<file path="config.mk">
export PLATFORM = sky130hd
export DESIGN_NAME = pls_partition_lock
export DESIGN_NICKNAME = d
export VERILOG_FILES = /design/src/pls_pkg.sv /design/src/pls_spi_sync.sv /design/src/pls_partition_lock.sv
export SDC_FILE = /design/constraint.sdc
export NUM_CORES = 2
export LEC_CHECK = 0
export ABC_AREA = 0
export BUFFER_PORTS_ARGS = -buffer_cell sky130_fd_sc_hd__clkbuf_2
export CAP_MARGIN = 10
export CORE_UTILIZATION = 29
export DETAILED_ROUTE_END_ITERATION = 10
export GPL_TIMING_DRIVEN = 1
export PLACE_DENSITY = 0.41
export SLEW_MARGIN = 0
export SYNTH_ARGS = -nofsm -noshare
export SYNTH_HDL_FRONTEND = slang
export SYNTH_MEMORY_MAX_BITS = 65536
export SYNTH_SLANG_ARGS = --single-unit
export TNS_END_PERCENT = 100
</file>
<file path="constraint.sdc">
create_clock -name clk_i -period 2.7 [get_ports clk_i]
set_input_delay 0.54 -clock clk_i [delete_from_list [all_inputs] [get_ports clk_i]]
set_output_delay 0.54 -clock clk_i [all_outputs]
set_load 0.01 [all_outputs]
</file>
<file path="src/pls_pkg.sv">
package pls_pkg;
   // ************************************************
   // array geometry
   // ************************************************
   localparam int unsigned ARRAY_DEPTH = 512;
   localparam int unsigned ADDR_W      = 9;
   localparam int unsigned PAGE_W      = 4;
   // ************************************************
   // opcodes
   // ************************************************
   localparam logic [7:0] OP_SET_WRITE_LATCH     = 8'h06;
   localparam logic [7:0] OP_CLEAR_WRITE_LATCH   = 8'h04;
   localparam logic [7:0] OP_SET_PARTITION_LOCK  = 8'h01;
   localparam logic [7:0] OP_READ_LOCK_STATUS    = 8'h05;
   localparam logic [7:0] OP_ARRAY_READ          = 8'h03;
   localparam logic [7:0] OP_ARRAY_WRITE         = 8'h02;
   // ************************************************
   // lock register
   // ************************************************
   localparam int unsigned LOCK_SEL_W   = 3;
   localparam logic [2:0]  LOCK_RESET   = 3'h0;
   localparam logic [2:0]  LOCK_NONE    = 3'h0;
   localparam logic [2:0]  LOCK_Q0      = 3'h1;
   localparam logic [2:0]  LOCK_Q1      = 3'h2;
   localparam logic [2:0]  LOCK_Q2      = 3'h3;
   localparam logic [2:0]  LOCK_Q3      = 3'h4;
   localparam logic [2:0]  LOCK_LOW_HALF = 3'h5;
   localparam logic [2:0]  LOCK_FIRST_PG = 3'h6;
   localparam logic [2:0]  LOCK_LAST_PG  = 3'h7;
   // ************************************************
   // timing
   // ************************************************
   localparam int unsigned CLK_NS          = 10;
   localparam int unsigned NV_WRITE_NS     = 5000;
   localparam int unsigned NV_WRITE_CYCLES = (NV_WRITE_NS + CLK_NS - 1) / CLK_NS;
   localparam int unsigned NV_CNT_W        = 10;

   typedef enum logic [2:0] {
      PLS_OPCODE,
      PLS_ADDR,
      PLS_WDATA,
      PLS_RDATA,
      PLS_LOCKBYTE,
      PLS_STATUS,
      PLS_IGNORE
   } pls_state_t;
endpackage

</file>
<file path="src/pls_spi_sync.sv">
`timescale 1ns/1ps
module pls_spi_sync (
   input  wire logic clk_i,
   input  wire logic rst_n_i,
   input  wire logic cs_n_pin_i,
   input  wire logic sck_pin_i,
   input  wire logic mosi_pin_i,
   output logic      cs_n_o,
   output logic      sck_rise_o,
   output logic      sck_fall_o,
   output logic      mosi_o
);
   logic [2:0] meta_q;
   logic [2:0] sync_q;
   logic       sck_prev_q;

   // ************************************************
   // two-stage synchroniser, edges taken after stage two
   // ************************************************
   always_ff @(posedge clk_i or negedge rst_n_i) begin
      if (!rst_n_i) begin
         meta_q     <= 3'h1;
         sync_q     <= 3'h1;
         sck_prev_q <= 1'b0;
      end else begin
         meta_q     <= {mosi_pin_i, sck_pin_i, cs_n_pin_i};
         sync_q     <= meta_q;
         sck_prev_q <= sync_q[1];
      end
   end

   assign cs_n_o     = sync_q[0];
   assign mosi_o     = sync_q[2];
   assign sck_rise_o = sync_q[1] & ~sck_prev_q & ~sync_q[0];
   assign sck_fall_o = ~sync_q[1] & sck_prev_q & ~sync_q[0];
endmodule

</file>
<file path="src/pls_partition_lock.sv">
`timescale 1ns/1ps
// Notes on behaviour
// array holds 512 bytes addressed by nine bits
// serial access always allowed except while sleep is asserted
// host waits power-up read and write delays before array access
// array writes rejected unless write latch already set
// set-latch opcode sets latch, clear-latch opcode clears it
// latch clears at reset and after each completed write cycle
// seven lockable regions, from one page to half the array
// lock sequence honoured only while write latch set
// host sends lock opcode then lock byte in one select period
// lock code map: 1-4 quarters, 5 low half, 6 first, 7 last page
// lock selection taken from lock byte bits 2 to 0
// host writes zeros into lock byte bits 7 to 3
// raising select after lock bytes starts nonvolatile lock write
// later lock bytes replace earlier ones, last one wins
// lock setting retained until next lock instruction; code also clears it to LOCK_RESET on reset
// locked addresses readable, writes blocked
// lock register eight bits, bits 7 to 3 read zero
// set-latch opcode is 00000110, msb first
// clear-latch opcode is 00000100, msb first
// lock opcode is 00000001 followed by lock byte
// lock status read returns lock byte when no write busy
// rejected writes leave array unchanged, no error shown
module pls_partition_lock (
   input  wire logic clk_i,
   input  wire logic rstn_i,
   input  wire logic sleep_i,
   input  wire logic spi_cs_n_i,
   input  wire logic spi_sck_i,
   input  wire logic spi_mosi_i,
   output logic      spi_miso_o,
   output logic      spi_miso_oe_o,
   output logic      write_latch_o,
   output logic [7:0] partition_lock_o,
   output logic      nv_busy_o
);
   logic [1:0]                    rst_sync_q;
   logic                          rst_n;
   logic                          cs_n, sck_rise, sck_fall, mosi;
   pls_pkg::pls_state_t           state_q;
   logic [2:0]                    bit_q;
   logic [7:0]                    shift_q;
   logic [7:0]                    out_q;
   logic [15:0]                   addr_sh_q;
   logic                          addr_hi_q;
   logic [pls_pkg::ADDR_W-1:0]    addr_q;
   logic [7:0]                    mem_q [0:pls_pkg::ARRAY_DEPTH-1];
   logic [7:0]                    page_q [0:(1<<pls_pkg::PAGE_W)-1];
   logic [(1<<pls_pkg::PAGE_W)-1:0] page_v_q;
   logic [pls_pkg::ADDR_W-1:0]    page_base_q;
   logic                          wr_armed_q, wr_pend_q;
   logic [2:0]                    lock_q, lock_new_q;
   logic                          lock_armed_q, lock_pend_q;
   logic                          latch_q, cmd_wel_q;
   logic [pls_pkg::NV_CNT_W-1:0]  nv_cnt_q;
   logic                          nv_busy_q, nv_is_lock_q;
   logic                          cs_prev_q;
   logic                          miso_q, miso_oe_q;
   logic [7:0]                    byte_in;
   logic                          byte_done, cs_rise;

   // ************************************************
   // helpers
   // ************************************************
   function automatic logic addr_locked(input logic [2:0] sel, input logic [8:0] a);
      case (sel)
         pls_pkg::LOCK_Q0:       addr_locked = (a[8:7] == 2'h0);
         pls_pkg::LOCK_Q1:       addr_locked = (a[8:7] == 2'h1);
         pls_pkg::LOCK_Q2:       addr_locked = (a[8:7] == 2'h2);
         pls_pkg::LOCK_Q3:       addr_locked = (a[8:7] == 2'h3);
         pls_pkg::LOCK_LOW_HALF: addr_locked = ~a[8];
         pls_pkg::LOCK_FIRST_PG: addr_locked = (a[8:4] == 5'h00);
         pls_pkg::LOCK_LAST_PG:  addr_locked = (a[8:4] == 5'h1F);
         default:                addr_locked = 1'b0;
      endcase
   endfunction

   // ************************************************
   // reset release and pin sync
   // ************************************************
   always_ff @(posedge clk_i or negedge rstn_i) begin
      if (!rstn_i) begin
         rst_sync_q <= 2'h0;
      end else begin
         rst_sync_q <= {rst_sync_q[0], 1'b1};
      end
   end
   assign rst_n = rst_sync_q[1];

   pls_spi_sync u_sync (
      .clk_i      (clk_i),
      .rst_n_i    (rst_n),
      .cs_n_pin_i (spi_cs_n_i | sleep_i),
      .sck_pin_i  (spi_sck_i),
      .mosi_pin_i (spi_mosi_i),
      .cs_n_o     (cs_n),
      .sck_rise_o (sck_rise),
      .sck_fall_o (sck_fall),
      .mosi_o     (mosi)
   );

   assign byte_in   = {shift_q[6:0], mosi};
   assign byte_done = sck_rise && (bit_q == 3'h7);
   assign cs_rise   = cs_n && !cs_prev_q;

   // ************************************************
   // serial command decoder
   // ************************************************
   always_ff @(posedge clk_i or negedge rst_n) begin
      if (!rst_n) begin
         state_q      <= pls_pkg::PLS_OPCODE;
         bit_q        <= 3'h0;
         shift_q      <= 8'h00;
         addr_sh_q    <= 16'h0000;
         addr_hi_q    <= 1'b0;
         addr_q       <= '0;
         page_v_q     <= '0;
         page_base_q  <= '0;
         wr_armed_q   <= 1'b0;
         lock_new_q   <= pls_pkg::LOCK_RESET;
         lock_armed_q <= 1'b0;
         cmd_wel_q    <= 1'b0;
         cs_prev_q    <= 1'b1;
         out_q        <= 8'h00;
      end else begin
         cs_prev_q <= cs_n;
         cmd_wel_q <= 1'b0;
         if (cs_n) begin
            state_q      <= pls_pkg::PLS_OPCODE;
            bit_q        <= 3'h0;
            wr_armed_q   <= 1'b0;
            lock_armed_q <= 1'b0;
            addr_hi_q    <= 1'b0;
            if (cs_rise && !wr_armed_q && !nv_busy_q) begin
               page_v_q <= '0;
            end
         end else if (sck_rise) begin
            bit_q   <= bit_q + 3'h1;
            shift_q <= byte_in;
            if (byte_done) begin
               wr_armed_q <= 1'b0; // abort unless cs rises right at a byte end
               case (state_q)
                  pls_pkg::PLS_OPCODE: begin
                     if (byte_in == pls_pkg::OP_SET_WRITE_LATCH || byte_in == pls_pkg::OP_CLEAR_WRITE_LATCH) begin
                        cmd_wel_q <= 1'b1;
                        state_q   <= pls_pkg::PLS_IGNORE;
                     end else if (byte_in == pls_pkg::OP_ARRAY_WRITE || byte_in == pls_pkg::OP_ARRAY_READ) begin
                        out_q     <= byte_in;
                        page_v_q  <= nv_busy_q ? page_v_q : '0; // pending page kept while busy
                        state_q   <= pls_pkg::PLS_ADDR;
                     end else if (byte_in == pls_pkg::OP_SET_PARTITION_LOCK) begin
                        state_q   <= pls_pkg::PLS_LOCKBYTE;
                     end else if (byte_in == pls_pkg::OP_READ_LOCK_STATUS) begin
                        state_q   <= pls_pkg::PLS_STATUS;
                     end else begin
                        state_q   <= pls_pkg::PLS_IGNORE;
                     end
                  end
                  pls_pkg::PLS_ADDR: begin
                     addr_sh_q <= {addr_sh_q[7:0], byte_in};
                     addr_hi_q <= 1'b1;
                     if (addr_hi_q) begin
                        addr_q      <= {addr_sh_q[0], byte_in};
                        page_base_q <= nv_busy_q ? page_base_q : {addr_sh_q[0], byte_in[7:4], 4'h0};
                        state_q     <= (out_q == pls_pkg::OP_ARRAY_WRITE) ? pls_pkg::PLS_WDATA
                                                                          : pls_pkg::PLS_RDATA;
                     end
                  end
                  pls_pkg::PLS_WDATA: begin
                     page_v_q[addr_q[3:0]] <= page_v_q[addr_q[3:0]] | !nv_busy_q;
                     addr_q[3:0]           <= addr_q[3:0] + 4'h1; // page roll-over
                     wr_armed_q            <= latch_q && !nv_busy_q;
                  end
                  pls_pkg::PLS_RDATA: begin
                     addr_q <= addr_q + 9'h001; // full-array roll-over
                  end
                  pls_pkg::PLS_LOCKBYTE: begin
                     lock_new_q   <= nv_busy_q ? lock_new_q : byte_in[2:0];
                     lock_armed_q <= latch_q && !nv_busy_q;
                  end
                  default: begin
                  end
               endcase
            end
         end
      end
   end

   always_ff @(posedge clk_i) begin
      if (!cs_n && byte_done && state_q == pls_pkg::PLS_WDATA && !nv_busy_q) begin
         page_q[addr_q[3:0]] <= byte_in;
      end
   end

   // ************************************************
   // write latch
   // ************************************************
   always_ff @(posedge clk_i or negedge rst_n) begin
      if (!rst_n) begin
         latch_q <= 1'b0;
      end else if (nv_busy_q && nv_cnt_q == pls_pkg::NV_CNT_W'(1)) begin
         latch_q <= 1'b0;
      end else if (cs_rise && cmd_wel_q == 1'b0 && state_q == pls_pkg::PLS_IGNORE && shift_q == pls_pkg::OP_SET_WRITE_LATCH && bit_q == 3'h0) begin
         latch_q <= 1'b1;
      end else if (cs_rise && state_q == pls_pkg::PLS_IGNORE && shift_q == pls_pkg::OP_CLEAR_WRITE_LATCH && bit_q == 3'h0) begin
         latch_q <= 1'b0;
      end
   end

   // ************************************************
   // nonvolatile write cycle
   // ************************************************
   always_ff @(posedge clk_i or negedge rst_n) begin
      if (!rst_n) begin
         nv_cnt_q     <= '0;
         nv_busy_q    <= 1'b0;
         nv_is_lock_q <= 1'b0;
         lock_q       <= pls_pkg::LOCK_RESET;
      end else if (nv_busy_q) begin
         nv_cnt_q <= nv_cnt_q - pls_pkg::NV_CNT_W'(1);
         if (nv_cnt_q == pls_pkg::NV_CNT_W'(1)) begin
            nv_busy_q <= 1'b0;
            if (nv_is_lock_q) begin
               lock_q <= lock_new_q;
            end
         end
      end else if (cs_rise && bit_q == 3'h0 && (wr_armed_q || lock_armed_q)) begin
         nv_busy_q    <= 1'b1;
         nv_is_lock_q <= !wr_armed_q;
         nv_cnt_q     <= pls_pkg::NV_CNT_W'(pls_pkg::NV_WRITE_CYCLES);
      end
   end

   // locked bytes of the page are silently dropped
   always_ff @(posedge clk_i) begin
      for (int i = 0; i < (1 << pls_pkg::PAGE_W); i++) begin
         if (nv_busy_q && !nv_is_lock_q && nv_cnt_q == pls_pkg::NV_CNT_W'(1) && page_v_q[i]
             && !addr_locked(lock_q, page_base_q | pls_pkg::ADDR_W'(i))) begin
            mem_q[page_base_q | pls_pkg::ADDR_W'(i)] <= page_q[i];
         end
      end
   end

   // ************************************************
   // serial output, changes on falling sck
   // ************************************************
   always_ff @(posedge clk_i or negedge rst_n) begin
      if (!rst_n) begin
         miso_q    <= 1'b0;
         miso_oe_q <= 1'b0;
      end else begin
         miso_oe_q <= !cs_n;
         if (cs_n) begin
            miso_q <= 1'b0;
         end else if (sck_fall) begin
            if (state_q == pls_pkg::PLS_STATUS) begin
               miso_q <= nv_busy_q | partition_lock_o[3'h7 - bit_q];
            end else if (state_q == pls_pkg::PLS_RDATA) begin
               miso_q <= mem_q[addr_q][3'h7 - bit_q];
            end else begin
               miso_q <= 1'b0;
            end
         end
      end
   end

   assign spi_miso_o       = miso_q;
   assign spi_miso_oe_o    = miso_oe_q;
   assign write_latch_o    = latch_q;
   assign partition_lock_o = {5'h00, lock_q};
   assign nv_busy_o        = nv_busy_q;

   // ************************************************
   // checks
   // ************************************************
   a_lock_upper_zero: assert property (@(posedge clk_i) disable iff (!rst_n) partition_lock_o[7:3] == 5'h00)
      else $error("lock register upper bits not zero");
   a_latch_clears_done: assert property (@(posedge clk_i) disable iff (!rst_n)
      $fell(nv_busy_q) |-> !latch_q)
      else $error("write latch survived write cycle");
   a_lock_needs_latch: assert property (@(posedge clk_i) disable iff (!rst_n)
      $rose(nv_busy_q) |-> $past(latch_q))
      else $error("nonvolatile write started without latch");
   a_lock_stable_idle: assert property (@(posedge clk_i) disable iff (!rst_n)
      !nv_busy_q |=> $stable(lock_q))
      else $error("lock changed outside write cycle");
   a_nv_cycle_len: assert property (@(posedge clk_i) disable iff (!rst_n)
      $rose(nv_busy_q) |-> nv_cnt_q == pls_pkg::NV_CNT_W'(pls_pkg::NV_WRITE_CYCLES))
      else $error("write cycle length wrong");
   a_status_busy_high: assert property (@(posedge clk_i) disable iff (!rst_n)
      (sck_fall && !cs_n && state_q == pls_pkg::PLS_STATUS && nv_busy_q) |=> miso_q)
      else $error("busy not shown on status read");
   a_wr_needs_latch: assert property (@(posedge clk_i) disable iff (!rst_n)
      $rose(wr_armed_q) |-> $past(latch_q))
      else $error("write armed without latch");
   a_sleep_blocks: assert property (@(posedge clk_i) disable iff (!rst_n)
      sleep_i [*3] |-> cs_n)
      else $error("port active during sleep");
endmodule

</file>
==> metrics.md <==
| Metric | Value |
|---|---|
| Status | finished with violations |
| Failing checks | negative setup slack |
| Clk_lat worst skew | 1.09 ns |
| Distinct cells, synth | 89 |
| Async set-or-reset flop fraction in the synthesized netlist | 2.04% |
| R2r startpoint | addr_q[0] |
| DRT Pass-1 Iters | 10 |
| Family with the most delay on the worst path | compound AO/OA/AOI/OAI gates |
| I/O pin total | 18 |
| Crit path required time | 3.67 ns |
| Final WL | 886000 µm |
| Synthesis-to-layout area growth | 33.0% |
| Clk slew on worst S/H paths | 0.07 ns |
| Global-route wire length before repair | 1110000 µm |
| Final worst slack | -1.48 ns |
| Minimum clock period | 4.18 ns |
| Worst r2r path cells | 14 |
| Crit path depth | 14 |
| CTS tree | yes |
| Most frequent cell after synthesis | edfxtp_1 |
| CP Buf/Inv Count | 6 |
| Worst hold path type | input pin to register |
| Critical path fanouts, max | 7 |
| Core area | 0.574 mm² |
| Slew @ Worst Pin | 1.44 ns |
| Die W | 761 µm |
| Cells after DPL | 17500 |
| Worst-path cell chain | buf_12, buf_16, buf_12, buf_4, buf_4, mux4_2, a311oi_1, a21oi_1, o21ai_0, nand3_2, buf_4, o221ai_1, a22oi_2, a311o_1 |
| Warnings, synthesis | 0 |
| CTS H-Tree Depth | 5 |
| Sink Count | 4312 |
| Largest net degree at the start of global routing | 50 |
| GRT overflow | 0 |
| GPL Wtd Cong | 1.10 |
| Final Hold Violating Endpoints | 0 |
| Non-filler cells, final | 18700 |
| CP most frequent cell | buf_4 |
| Crit start category | register |
| Seq/Total Area, Yosys | 77.2% |
| Dominant cell type by area after synthesis | edfxtp_1 |
| EDFF count, synth | 4224 |
| Fmax | 0.239 GHz |
| Crit path from | addr_q[0] |
| Die H | 761 µm |
| Vias in the first global route | 103000 |
| Rel. slew slack | 4.04% |
| Crit Path Class | register to register |
| Final Cell Area | 0.222 mm² |
| Final setup fails | 3412 |
| RSZ-0062 raised after global routing | yes |
| Starting Density | 29.1% |
| Leakage power | 71.2 nW |
| Cell Area, Synth | 0.167 mm² |
| Dpl cell area | 0.198 mm² |
| Full die area | 0.579 mm² |
| DRC | 0 |
| FF-to-FF End | spi_miso_o |
| Worst path max stage delay | 0.58 ns |
| P per Cell Area | 615 mW/mm² |
| Setup crit end | spi_miso_o |
| Kind of end point of the critical path | register |
| Syn_area_per_cell | 20.6 µm² |
| Root Buffer | clkbuf_16 |
| Worst Path Arrival | 5.15 ns |
| Fin crit share | 155% |
| Synth Register Bits | 4312 |
| Ys flop type | edfxtp_1 |
| Global Route Usage Sum | 29.6% |
| Share of cells above drive strength 1 | 43.3% |
| Setup Skew | 0.0886 ns |
| Nets@finish | 10700 |
| Gate Count Post-Synth | 8100 |
| Number of CTS-inserted buffers | 467 |
| Initial antenna violation count | 197 |
| Worst vdd rail ir drop | 0.563 mV |
| Cell Rows | 278 |
| Vias/cell | 5.80 |
| Reg-to-reg setup timing slack | -1.48 ns |
| Setup slack at placement | -2.40 ns |
| Share of the synthesized area in the top cell type | 75.9% |
| Total number of vias | 109000 |
| Hold slack | 0.170 ns |
| Area contributors post-synth | edfxtp_1 (76%), mux4_2 (12%), mux2i_1 (2.0%) |
| Hpwl dp | 578000 µm |
| Clock Path Buffers | 4 |
| DR iter-0 viols | 21900 |
| Antenna viol nets, final | 0 |
| Fin. max-slew vios | 0 |
| Wire per inst | 47.3 µm |
| Max-cap violations | 0 |
| Synth top cells by count | edfxtp_1 (4224), mux4_2 (879), nor2_1 (642), mux2i_1 (342), nand2_1 (228) |
| # port buffers | 12 |
| CP max-delay cell | mux4_2 |
-- cells in the final DEF (no fill, tap or decap), types with 16 or more instances in the layout --
cell type	synthesis	final
dfrtp_1	85	74
nor3_1	65	58
diode_2	0	118
buf_6	50	438
clkinv_1	2	120
nand3_1	54	49
clkbuf_1	222	81
a211oi_1	37	29
clkinvlp_4	0	22
a21oi_1	174	165
buf_4	64	1538
a22o_1	31	29
o211ai_1	25	25
nor2_2	0	43
o22ai_1	40	35
clkbuf_16	0	481
nor2b_1	27	20
mux2i_1	342	339
mux4_2	879	883
mux4_1	26	22
a22oi_1	182	173
a221oi_1	53	43
buf_16	0	54
buf_8	2	118
buf_12	10	443
nor2_4	0	402
mux2_2	37	35
nand2_1	228	206
and3_1	17	16
bufinv_16	0	38
a31oi_1	29	28
o221ai_1	60	58
clkinv_2	0	84
and2_1	22	20
nor2_1	642	197
edfxtp_1	4224	4224
o21ai_0	87	74
-- layout make-up --
type	instances	area, µm²
multi-input cells	3268	39400
inverters	15	76.3
fillers	51900	351000
flip-flops and latches	4312	129000
diodes	118	295
repair buffers	2625	29200
well taps	7560	9460
clock inverters	294	2730
clock buffers	551	12100
-- power by group --
part | switching, mW | internal [mW] | leakage [nW] | total (mW)
registers | 0.0411 | 72.5 | 38.9 | 72.6
clock network | 28.0 | 35.4 | 7.18 | 63.5
logic | 0.445 | 0.146 | 25.2 | 0.591
-- per-layer routing --
layer	GRT usage, %	part of all wire, %
met5	0	0.022
met4	18.0	7.8
met3	6.85	12
met2	44.2	43
met1	39.5	37
-- what timing repair did --
action / in CTS / in global routing
pin swaps: 82 / 243
cloned: 11 / 13
hold buffers: 6 / 0
endpoints found under the hold margin: 5 / 0
setup endpoints to repair: 4208 / 4020
gates resized for setup: 533 / 1143
setup buffers: 120 / 99
-- registers in the layout (all words and copies together), names as in the netlist, 2 cells and up --
name           count
mem_q           4096
rst_sync_q         2
u_sync.meta_q      3
bit_q              3
addr_q             9
page_v_q          16
lock_q             3
state_q            3
out_q              8
nv_cnt_q          10
page_q           128
u_sync.sync_q      3
lock_new_q         3
page_base_q        5
shift_q            8
-- per-stage QoR --
step	total power, mW	util [%]	setup TNS (ns)
floorplan	74.2	-	-228.98
CTS	137	37.7	-120.02
global route	140	38.7	-542.19
finish	137	38.7	-298.17
global placement	74.6	34.4	-1617.12
detailed placement	74.6	34.4	-1578.05
-- worst reg2reg max path, delay by kind of cell, from the launching register on --
kind	cells	cell delay (ns)
flops	1	0.46
buf+inv	6	1.20
simple gates	1	0.34
mux	1	0.58
compound gates	6	1.53
-- how the worst min path moves through the flow --
stage / start / endpoint / slack (ns) / depth (start not counted)
final: spi_sck_i / u_sync.meta_q[1] / 0.17 / 2
after global routing: spi_mosi_i / u_sync.meta_q[2] / 0.17 / 2
after CTS: spi_sck_i / u_sync.meta_q[1] / 0.12 / 2
after detailed placement: rstn_i / rst_sync_q[0] / 0.33 / 1
after global placement: rstn_i / rst_sync_q[0] / 0.33 / 1
after floorplan: rstn_i / rst_sync_q[0] / 0.24 / 0
-- cells by family after synthesis --
kind of cell	after synthesis	synth area share, %
flip-flops	4312	77.2
multiplexers	1284	14.6
AND/OR/NAND/NOR	1146	2.94
AO/OA/AOI/OAI	819	3.44
buffers and inverters	524	1.76
adder cells (fa/ha/maj)	9	0.0674
XOR/XNOR	4	0.0210
other	2	0.00449
No activity file was read; power rests on OpenSTA's default activity.
